### src/pkg/ebs_map.svh
`ifndef EBS_MAP_SVH
`define EBS_MAP_SVH
// Chip config bit selecting byte-high-enable (1) or write-high strobe (0)
`define EBS_CFG_BHE_BIT 2
// Chip select 0 range after reset, internal addresses
`define EBS_CS0_RST_BASE 24'hFF_2000
`define EBS_CS0_RST_TOP 24'hFF_20FF
// Default range for chip selects 1 and 2 after reset: empty
`define EBS_CSX_RST_BASE 24'hFF_FFFF
`define EBS_CSX_RST_TOP 24'h00_0000
`define EBS_EXT_ADDR_W 21
`define EBS_CFG_RST 8'h04
`endif

### src/pkg/ebs_pkg.sv
package ebs_pkg;
	typedef enum logic [1:0] {
		EBS_IDLE = 2'b00,
		EBS_ADDR = 2'b01,
		EBS_DATA = 2'b11
	} ebs_state_t;
endpackage

### src/rtl/ebs_bus_ctrl.sv
// Functional notes
// 16-bit cycles: byte-high-enable low for word and high-byte accesses.
// Lanes: enable/bit0 00 both, 01 high only, 10 low only.
// Config bit 2: one gives byte-high-enable, zero gives write-high strobe.
// Bus request low during hold while an external cycle is pending.
// Bus request only when the bus-hold protocol is enabled.
// Chip select whose range holds the address goes low during the cycle.
// Address outside all ranges: no chip select, use chip select two config.
// After reset chip select zero covers FF2000 to FF20FF internally.
// Address latch strobe pulses high only at external cycle start.
// Only low 21 address bits appear on pins.
// All chip selects and byte enables high when no cycle runs.
`timescale 1ns/1ps
`default_nettype none
`include "ebs_map.svh"
module ebs_bus_ctrl
	import ebs_pkg::*;
#(
	parameter int ADDR_W = 24,
	parameter int NCS = 3
) (
	// Clock and reset
	input wire logic clk,
	input wire logic reset_n,
	// Internal cycle request
	input wire logic cyc_req,
	input wire logic [ADDR_W-1:0] cyc_addr,
	input wire logic cyc_write,
	input wire logic cyc_word,
	output logic cyc_done,
	// Configuration
	input wire logic [7:0] chip_config_reg0,
	input wire logic hold_enable,
	input wire logic hold_active,
	input wire logic range_load,
	input wire logic [1:0] range_sel,
	input wire logic [ADDR_W-1:0] range_base,
	input wire logic [ADDR_W-1:0] range_top,
	input wire logic [NCS-1:0] cs_bus16,
	// Pins
	output logic [`EBS_EXT_ADDR_W-1:0] ext_addr,
	output logic addr_data_bit0,
	output logic ale,
	output logic byte_high_enable_n,
	output logic [NCS-1:0] chip_select_n,
	output logic bus_request_n,
	output logic cyc_bus16
);
	// ======================================================
	// Parameter check
	// Decode priority and reset ranges are written for three chip selects
	if (NCS != 3 || ADDR_W < `EBS_EXT_ADDR_W) begin : g_bad_param
		$error("ebs_bus_ctrl: bad parameters");
	end

	// ======================================================
	// Chip select ranges
	logic [ADDR_W-1:0] base_r [NCS];
	logic [ADDR_W-1:0] top_r [NCS];
	logic [ADDR_W-1:0] base_nxt [NCS];
	logic [ADDR_W-1:0] top_nxt [NCS];
	logic [NCS-1:0] hit;

	genvar gi;
	generate
		for (gi = 0; gi < NCS; gi++) begin : g_cs
			always_comb begin
				base_nxt[gi] = base_r[gi];
				top_nxt[gi] = top_r[gi];
				if (range_load && range_sel == 2'(gi)) begin
					base_nxt[gi] = range_base;
					top_nxt[gi] = range_top;
				end
			end
			always_ff @(posedge clk or negedge reset_n) begin
				if (!reset_n) begin
					base_r[gi] <= (gi == 0) ? ADDR_W'(`EBS_CS0_RST_BASE) : ADDR_W'(`EBS_CSX_RST_BASE);
					top_r[gi] <= (gi == 0) ? ADDR_W'(`EBS_CS0_RST_TOP) : ADDR_W'(`EBS_CSX_RST_TOP);
				end else begin
					base_r[gi] <= base_nxt[gi];
					top_r[gi] <= top_nxt[gi];
				end
			end
			// Compare on the low 21 bits so internal and external images match
			assign hit[gi] = cyc_addr[`EBS_EXT_ADDR_W-1:0] >= base_r[gi][`EBS_EXT_ADDR_W-1:0]
				&& cyc_addr[`EBS_EXT_ADDR_W-1:0] <= top_r[gi][`EBS_EXT_ADDR_W-1:0];
		end
	endgenerate

	// ======================================================
	// Target decode
	logic [NCS-1:0] sel;
	logic b16;
	logic hi_lane;
	logic bhe_take;

	always_comb begin
		// Lowest numbered range wins on overlap
		sel = '0;
		if (hit[0]) begin
			sel = NCS'(1);
		end else if (hit[1]) begin
			sel = NCS'(2);
		end else if (hit[2]) begin
			sel = NCS'(4);
		end
		// Unmapped cycles borrow the width of chip select two
		b16 = (sel == '0) ? cs_bus16[NCS-1] : |(sel & cs_bus16);
		// High lane used for word or odd byte access
		hi_lane = cyc_word || cyc_addr[0];
		// Write-high strobe mode drops the pin on high-lane writes only
		if (chip_config_reg0[`EBS_CFG_BHE_BIT]) begin
			bhe_take = !(b16 && hi_lane);
		end else begin
			bhe_take = !(b16 && hi_lane && cyc_write);
		end
	end

	// ======================================================
	// Cycle sequencer
	ebs_state_t state_r;
	ebs_state_t state_nxt;
	logic [NCS-1:0] cs_r;
	logic [NCS-1:0] cs_nxt;
	logic bhe_r;
	logic bhe_nxt;
	logic ale_r;
	logic ale_nxt;
	logic done_r;
	logic done_nxt;
	logic b16_r;
	logic b16_nxt;
	logic a0_r;
	logic a0_nxt;
	logic [`EBS_EXT_ADDR_W-1:0] addr_r;
	logic [`EBS_EXT_ADDR_W-1:0] addr_nxt;
	logic take;

	// Requester holds its request until it sees done, so the done
	// cycle must not start a second transfer on that same request
	assign take = cyc_req && !hold_active && !done_r;

	always_comb begin
		state_nxt = state_r;
		cs_nxt = '1;
		bhe_nxt = 1'b1;
		ale_nxt = 1'b0;
		done_nxt = 1'b0;
		b16_nxt = b16_r;
		a0_nxt = a0_r;
		addr_nxt = addr_r;
		case (state_r)
			EBS_IDLE: begin
				if (take) begin
					state_nxt = EBS_ADDR;
					ale_nxt = 1'b1;
					addr_nxt = cyc_addr[`EBS_EXT_ADDR_W-1:0];
					a0_nxt = cyc_word ? 1'b0 : cyc_addr[0];
					b16_nxt = b16;
					cs_nxt = ~sel;
					bhe_nxt = bhe_take;
				end
			end
			EBS_ADDR: begin
				// Strobes stand through the address and data cycles only
				state_nxt = EBS_DATA;
				cs_nxt = cs_r;
				bhe_nxt = bhe_r;
			end
			EBS_DATA: begin
				state_nxt = EBS_IDLE;
				done_nxt = 1'b1;
			end
			default: begin
				state_nxt = EBS_IDLE;
			end
		endcase
	end

	always_ff @(posedge clk or negedge reset_n) begin
		if (!reset_n) begin
			state_r <= EBS_IDLE;
			cs_r <= '1;
			bhe_r <= 1'b1;
			ale_r <= 1'b0;
			done_r <= 1'b0;
			b16_r <= 1'b0;
			a0_r <= 1'b0;
			addr_r <= '0;
		end else begin
			state_r <= state_nxt;
			cs_r <= cs_nxt;
			bhe_r <= bhe_nxt;
			ale_r <= ale_nxt;
			done_r <= done_nxt;
			b16_r <= b16_nxt;
			a0_r <= a0_nxt;
			addr_r <= addr_nxt;
		end
	end

	// ======================================================
	// Bus request during hold
	logic bus_request_n_r;
	logic bus_request_n_nxt;

	// Registered for a clean pin, so it follows the request one cycle late
	always_comb begin
		bus_request_n_nxt = !(hold_enable && hold_active && cyc_req);
	end

	always_ff @(posedge clk or negedge reset_n) begin
		if (!reset_n) begin
			bus_request_n_r <= 1'b1;
		end else begin
			bus_request_n_r <= bus_request_n_nxt;
		end
	end

	// ======================================================
	// Pins
	assign chip_select_n = cs_r;
	assign byte_high_enable_n = bhe_r;
	assign ale = ale_r;
	assign cyc_done = done_r;
	assign cyc_bus16 = b16_r;
	assign addr_data_bit0 = a0_r;
	assign ext_addr = addr_r;
	assign bus_request_n = bus_request_n_r;
endmodule
`default_nettype wire

### config.mk
export PLATFORM = sky130hd
export DESIGN_NAME = ebs_bus_ctrl
export DESIGN_NICKNAME = d
export VERILOG_FILES = /design/src/pkg/ebs_pkg.sv /design/src/rtl/ebs_bus_ctrl.sv
export VERILOG_INCLUDE_DIRS = /design/src /design/src/pkg
export SDC_FILE = /design/constraint.sdc
export NUM_CORES = 1
export LEC_CHECK = 0
export BUFFER_PORTS_ARGS = -buffer_cell sky130_fd_sc_hd__clkbuf_2
export CORE_UTILIZATION = 55
export CTS_BUF_LIST = sky130_fd_sc_hd__clkbuf_8
export CTS_CLUSTER_DIAMETER = 120
export CTS_CLUSTER_SIZE = 30
export DETAILED_ROUTE_END_ITERATION = 8
export PLACE_DENSITY_LB_ADDON = 0.12
export SETUP_SLACK_MARGIN = 0.4
export SYNTH_ARGS = -nofsm -noshare
export SYNTH_HDL_FRONTEND = slang
export SYNTH_SLANG_ARGS = --single-unit
export TNS_END_PERCENT = 100
### constraint.sdc
create_clock -name clk -period 3.25 [get_ports clk]
set_clock_uncertainty 0.1 [all_clocks]
set_input_delay 0.975 -clock clk [delete_from_list [all_inputs] [get_ports clk]]
set_output_delay 0.975 -clock clk [all_outputs]
set_load 0.005 [all_outputs]
==> run metrics, run 1 <==
antenna viol nets, final=0; syn nets=1089; die width=130 um; Final setup viols=0; P_leak=5.43 nW; initial antenna violation count=0; CTS Sinks=158; Pwr per Cell Area=565 nW/um^2; vias in the first global route=6666; clk_lat worst skew=470 ps; Post-Syn Instances=870; Yosys warning total=0; Placed Area=10200 um^2; gr busiest metal=met2; met3 Track Usage GR=4.26%; met2 GRT Util=48.1%; maxcap violations=0; internal power=4.28 mW; max incr delay on CP=560 ps; worst endpoint required time=3540 ps; CP max stage cell=or4_4; Sw Ratio=31.3%; port bufs=106; core area=15900 um^2; post-layout util=69.1%; number of synthesized flops with an enable pin=0; total track usage=27.0%; Worst Tran Pin Value=538 ps; CP delay by family, top=simple AND/OR/NAND/NOR gates; CP dominant cell by count=o211ai_2; Ports=123; Final GP Congestion=0.864; Starting Density=56.5%; startpoint type of the worst setup path=input port; WP depth=9; final hold vios=0; global-route wire length before repair=33.7 mm; Worst Hold Class=input port to asynchronous set/reset pin; R2R Setup Slk=460 ps; Design Area, Final=11000 um^2; Crit. End Element=register; unique cell type count in the Yosys netlist=46; Max Slew Vio Count=0; Final Non-Filler Cells=1257; most common library cell in the layout ignoring fill and taps=inv_1; sequential share of power=43.7%; via/cell ratio=5.35; Max Freq=349 MHz; remaining global-route overflow=0; met1 Use GR=32.8%; TritonCTS clock tree=yes; num rows=46; # diodes=0; sequential share of the synthesized area=44.9%; via count=6730; H-tree depth=4; crit path max fanout=5; max_slew headroom=64.1%; DRT iter0 DRCs=344; DRT Wirelength=21.3 mm; most frequent cells in the layout=inv_1, nand2_1, ha_1, dfrtp_1, clkbuf_2; syn avg cell area=10.3 um^2; clock-pin transition on the worst setup and hold timing paths=90 ps; largest net degree at the start of global routing=83; total negative setup slack=0 ps; fin crit period=2860 ps; Most used DFF post-synth=dfrtp_1; ys async rst share=100%; Max VDD drop=0.335 mV; die height=130 um; Max Root-Sink Buffers=2; RSZ-0062 raised after global routing=yes; clock share of power=25.4%; Worst EP arrival=3160 ps; crit share post-route=88.1%; Crit Path Class=input port to register; DRC viols=0; CTS root buf=clkbuf_8; R2R cell count=9; full die area=16900 um^2; nets=1247; fraction of layout cells with a size suffix above 1=37.3%; cell chain of the critical path=clkbuf_4 > ha_4 > nand3_4 > or4_4 > or3_4 > o211ai_2 > o211ai_2 > mux2i_2 > o32a_1; synth-to-layout area growth=22.4%; Psw=1.95 mW; # fillers=1282; wire per inst=17.0 um; register bit count reported by yosys=158; Syn Std Cell Area=9000 um^2; post-detail-place hpwl=15.7 mm; drt pass-1 iters=4; number of CTS-inserted buffers=17; Comb pwr share=30.9%; status=finished, final reports clean; Buf+Inv Stages, Crit Path=1; Cells after DPL=1221
-- worst register-to-register path: stages (launching register included) --
cell	delay, ps
dfstp_2	530
inv_1	70
ha_4	280
nand3_4	80
or4_4	560
or3_4	350
o211ai_2	90
o211ai_2	170
mux2i_2	190
o32a_1	300
-- cell usage after synthesis, drive strengths merged, types with 3 or more instances --
library cell    n  area share (%)
ha            126              18
inv           125             5.2
nand2         117             4.9
dfrtp          91              25
mux2           87              11
dfstp          67              20
o21ai          61             3.4
a21oi          37             2.1
clkbuf         22            0.92
nand4          22             1.5
a21o           18             1.5
nor2           17            0.71
nand3           9            0.50
nor2b           8            0.64
nor3            7            0.39
a211oi          6            0.50
o211ai          5            0.53
o21a            5            0.42
nand3b          4            0.33
nor4            4            0.28
o31ai           4            0.33
a221oi          3            0.29
nand2b          3            0.21
or3             3            0.21
-- cells by family (layout without fill, tap and decap cells) --
group / after synthesis / in the layout / share of synthesized area, %
AOI/OAI and AO/OA: 150 / 150 / 10.2
adders and majority gates: 126 / 126 / 17.5
buffers and inverters: 147 / 318 / 6.13
DFF: 158 / 158 / 44.9
muxes: 88 / 88 / 11.0
and+or+nand+nor: 201 / 201 / 10.3
-- through the flow --
step	hold slack, ps	worst slack, ps	power [mW]
after floorplan	324	303	3.83
after global placement	343	-164	4.48
after detailed placement	362	-200	4.56
after CTS	357	401	6.18
after global routing	360	311	6.68
final	347	387	6.23
-- metal layers --
metal  vias up  share of wire [%]
li1       3297                  -
met1      3268                 42
met2       131                 51
met3        34                3.5
met4         0                2.9
met5         -                  0
-- flip-flops by register name, summed over array words and instances (netlist names) --
register / flops
base_r: 63
cyc_done: 1
ale: 1
byte_high_enable_n: 1
bus_request_n: 1
chip_select_n: 3
ext_addr: 21
cyc_bus16: 1
state_r: 2
top_r: 63
addr_data_bit0: 1
-- cell type report --
class	instances	area (um^2)	share of cell area [%]
flip-flops and latches	158	4040	36.7
repair buffers	161	1070	9.74
multi-input cells	565	4730	43.0
well taps	216	270	2.45
clock inverters	14	178	1.61
inverters	125	473	4.29
clock buffers	18	248	2.25
-- power groups by stage --
stage	sequential, mW	combinational (mW)	clock [mW]
4_1_cts	2.72	1.84	1.62
3_3_place_gp	2.73	1.75	0
3_5_place_dp	2.75	1.80	0
5_1_grt	2.78	2.20	1.70
2_1_floorplan	2.72	1.11	0
6_report	2.72	1.93	1.58
-- what timing repair did --
action,in CTS,in global routing
resized for setup,8,65
pin swaps,6,9
buffers inserted,2,2
setup endpoints to repair,3,3
hold buffers,0,0
-- worst paths after layout --
kind,start,to
min,reset_n,ext_addr[13]$_DFFE_PN0P_
min in group clk,ext_addr[2]$_DFFE_PN0P_,ext_addr[2]$_DFFE_PN0P_
min reg2reg,ext_addr[2]$_DFFE_PN0P_,ext_addr[2]$_DFFE_PN0P_
max in group asynchronous,reset_n,base_r[65]$_DFFE_PN1P_
max,cyc_addr[14],byte_high_enable_n$_DFFE_PN1N_
max reg2reg,top_r[61]$_DFFE_PN1P_,byte_high_enable_n$_DFFE_PN1N_
(Power assumes the default switching activity.)
==> inputs of run 2 (changes only) <==
--- a/config.mk
+++ b/config.mk
@@ -8,7 +8,7 @@
 export LEC_CHECK = 0
 export BUFFER_PORTS_ARGS = -buffer_cell sky130_fd_sc_hd__clkbuf_2
 export CORE_UTILIZATION = 55
-export CTS_BUF_LIST = sky130_fd_sc_hd__clkbuf_8
+export CTS_BUF_LIST = sky130_fd_sc_hd__clkbuf_4 sky130_fd_sc_hd__clkbuf_8 sky130_fd_sc_hd__clkbuf_16
 export CTS_CLUSTER_DIAMETER = 120
 export CTS_CLUSTER_SIZE = 30
 export DETAILED_ROUTE_END_ITERATION = 8
==> run 2 against run 1 <==
Effect of this change: routed wire length grew 3.0%; worst setup slack lost 26 ps; design area increased by 2.3%; global-route usage increased by 1.1 points; register-to-register slack hardly changed; via count rose by 0.39%; flip-flop and latch count is the same; sequential share of layout area shrank 0.82 points; total power is 9.5% higher; first-iteration DRC count up 14%; critical path depth did not move.
==> run metrics, run 2 (synthesis results as in run 1) <==
status=finished, final reports clean (unchanged); die width=130 um (unchanged); R2R cell count=9 (unchanged); num rows=46 (unchanged); core area=15900 um^2 (unchanged); wire per inst=17.5 um (was 17.0 um); final hold vios=0 (unchanged); remaining global-route overflow=0 (unchanged); DRC viols=0 (unchanged); post-cts hold buffer count=0 (unchanged); Final setup viols=0 (unchanged); Critical Path Sink=byte_high_enable_n$_DFFE_PN1N_ (unchanged); full die area=16900 um^2 (unchanged); Final Total Pwr=6.82 mW (was 6.23 mW); die height=130 um (unchanged); fraction of layout cells with a size suffix above 1=37.9% (was 37.3%); DRT Wirelength=22.0 mm (was 21.3 mm); largest net degree at the start of global routing=83 (unchanged); via count=6756 (was 6730); total track usage=28.1% (was 27.0%); FF-to-FF End=byte_high_enable_n$_DFFE_PN1N_ (unchanged); Pwr per Cell Area=605 nW/um^2 (was 565 nW/um^2); number of CTS-inserted buffers=17 (unchanged); RSZ-0062 raised after global routing=yes (unchanged); via/cell ratio=5.37 (was 5.35); fin crit period=2890 ps (was 2860 ps); Crit Path Class=input port to register (unchanged); post-layout util=70.7% (was 69.1%); synth-to-layout area growth=25.2% (was 22.4%); crit path max fanout=5 (unchanged); post-detail-place hpwl=15.7 mm (unchanged); max_slew headroom=63.7% (was 64.1%); CTS root buf=clkbuf_16 (was clkbuf_8); maxcap violations=0 (unchanged); nets=1248 (was 1247); vias in the first global route=6928 (was 6666); drt pass-1 iters=4 (unchanged); Worst EP arrival=3140 ps (was 3160 ps); DRT iter0 DRCs=391 (was 344); H-tree depth=4 (unchanged); Crit. End Element=register (unchanged); CTS Sinks=158 (unchanged); crit share post-route=88.9% (was 88.1%); Max VDD drop=0.398 mV (was 0.335 mV); Max Root-Sink Buffers=2 (unchanged); Max Freq=346 MHz (was 349 MHz); port bufs=106 (unchanged); startpoint type of the worst setup path=input port (unchanged); antenna viol nets, final=0 (unchanged); # fillers=1233 (was 1282); global-route wire length before repair=34.9 mm (was 33.7 mm); most frequent cells in the layout=inv_1, nand2_1, ha_1, dfrtp_1, clkbuf_2 (unchanged); worst reg2reg path startpoint=top_r[61]$_DFFE_PN1P_ (unchanged); worst endpoint required time=3500 ps (was 3540 ps); Ports=123 (unchanged); R2R Setup Slk=470 ps (was 460 ps); Starting Density=56.5% (unchanged); P_leak=5.53 nW (was 5.43 nW); Critical Path Source=cyc_addr[17] (was cyc_addr[14]); clk_lat worst skew=440 ps (was 470 ps); total negative setup slack=0 ps (unchanged); clock-pin transition on the worst setup and hold timing paths=60 ps (was 90 ps); Max Slew Vio Count=0 (unchanged); worst hold slack=374 ps (was 347 ps); Worst Hold Class=register to register (was input port to asynchronous set/reset pin); initial antenna violation count=0 (unchanged); # diodes=0 (unchanged); most common library cell in the layout ignoring fill and taps=inv_1 (unchanged); Worst Tran Pin Value=545 ps (was 538 ps); Final GP Congestion=0.864 (unchanged); TritonCTS clock tree=yes (unchanged)
-- run 2: cell count changes in the layout (fill, tap and decap cells not counted), moves of 2 or more --
cell,previous run,this run
clkbuf_16,0,17
clkbuf_8,18,4
clkbuf_4,2,9
buf_2,4,0
buf_6,7,3
inv_1,127,124
a21oi_1,35,33
a21oi_2,2,4
-- run 2: final cells by class --
class                      instances  area, um^2  area share [%]
inverter                         125         473            4.20
sequential                       158        4040            35.8
clock buffer                      21         462            4.10
timing repair buffer             162        1100            9.77
multi-input combinational        565        4760            42.2
tap                              216         270            2.40
clock inverter                    11         166            1.48
-- run 2: power by group --
| part | switching, mW | internal [mW] |
|---|---|---|
| Sequential | 0.208 | 2.52 |
| Combinational | 1.03 | 0.937 |
| Clock | 0.804 | 1.33 |
-- run 2: what timing repair did --
action                     4_1_cts  5_1_grt
setup buffers                    2        3
pin swaps                        7       14
gates resized for setup         39       26
setup endpoints to repair        3        3
-- run 2: how the worst min path moves through the flow --
stage | from | to | slack, ps | cells after the start
after floorplan | state_r[1]$_DFFE_PN0P_ | state_r[0]$_DFFE_PN0P_ | 320 | 1
after global placement | state_r[1]$_DFFE_PN0P_ | state_r[0]$_DFFE_PN0P_ | 340 | 1
after detailed placement | ext_addr[8]$_DFFE_PN0P_ | ext_addr[8]$_DFFE_PN0P_ | 360 | 2
after CTS | ext_addr[8]$_DFFE_PN0P_ | ext_addr[8]$_DFFE_PN0P_ | 380 | 2
after global routing | ext_addr[9]$_DFFE_PN0P_ | ext_addr[9]$_DFFE_PN0P_ | 400 | 2
final | ext_addr[2]$_DFFE_PN0P_ | ext_addr[2]$_DFFE_PN0P_ | 370 | 2
-- run 2: worst max-delay path, cell delays in order --
cell	delay, ps
buf_4	150
ha_4	280
nand2_2	60
or4_4	570
or3_4	350
o211ai_2	90
o211ai_2	170
mux2i_2	190
o32a_1	300
-- run 2: metrics by stage --
| step | instance area, um^2 | setup slack [ps] | std cells |
|---|---|---|---|
| floorplan | 9040 | 303 | 870 |
| global placement | 10200 | -164 | 1221 |
| detailed placement | 10200 | -200 | 1221 |
| CTS | 11100 | 403 | 1255 |
| global route | 11300 | 315 | 1258 |
| finish | 11300 | 360 | 1258 |
-- run 2: metal layers --
layer	GRT usage (%)	part of all wire [%]	wire [um]	up-vias
li1	-	-	-	3302
met1	32.7	42	9180	3281
met2	49.9	51	11300	132
met3	5.33	3.6	797	41
met4	13.3	3.3	731	0
met5	0	0	0	-
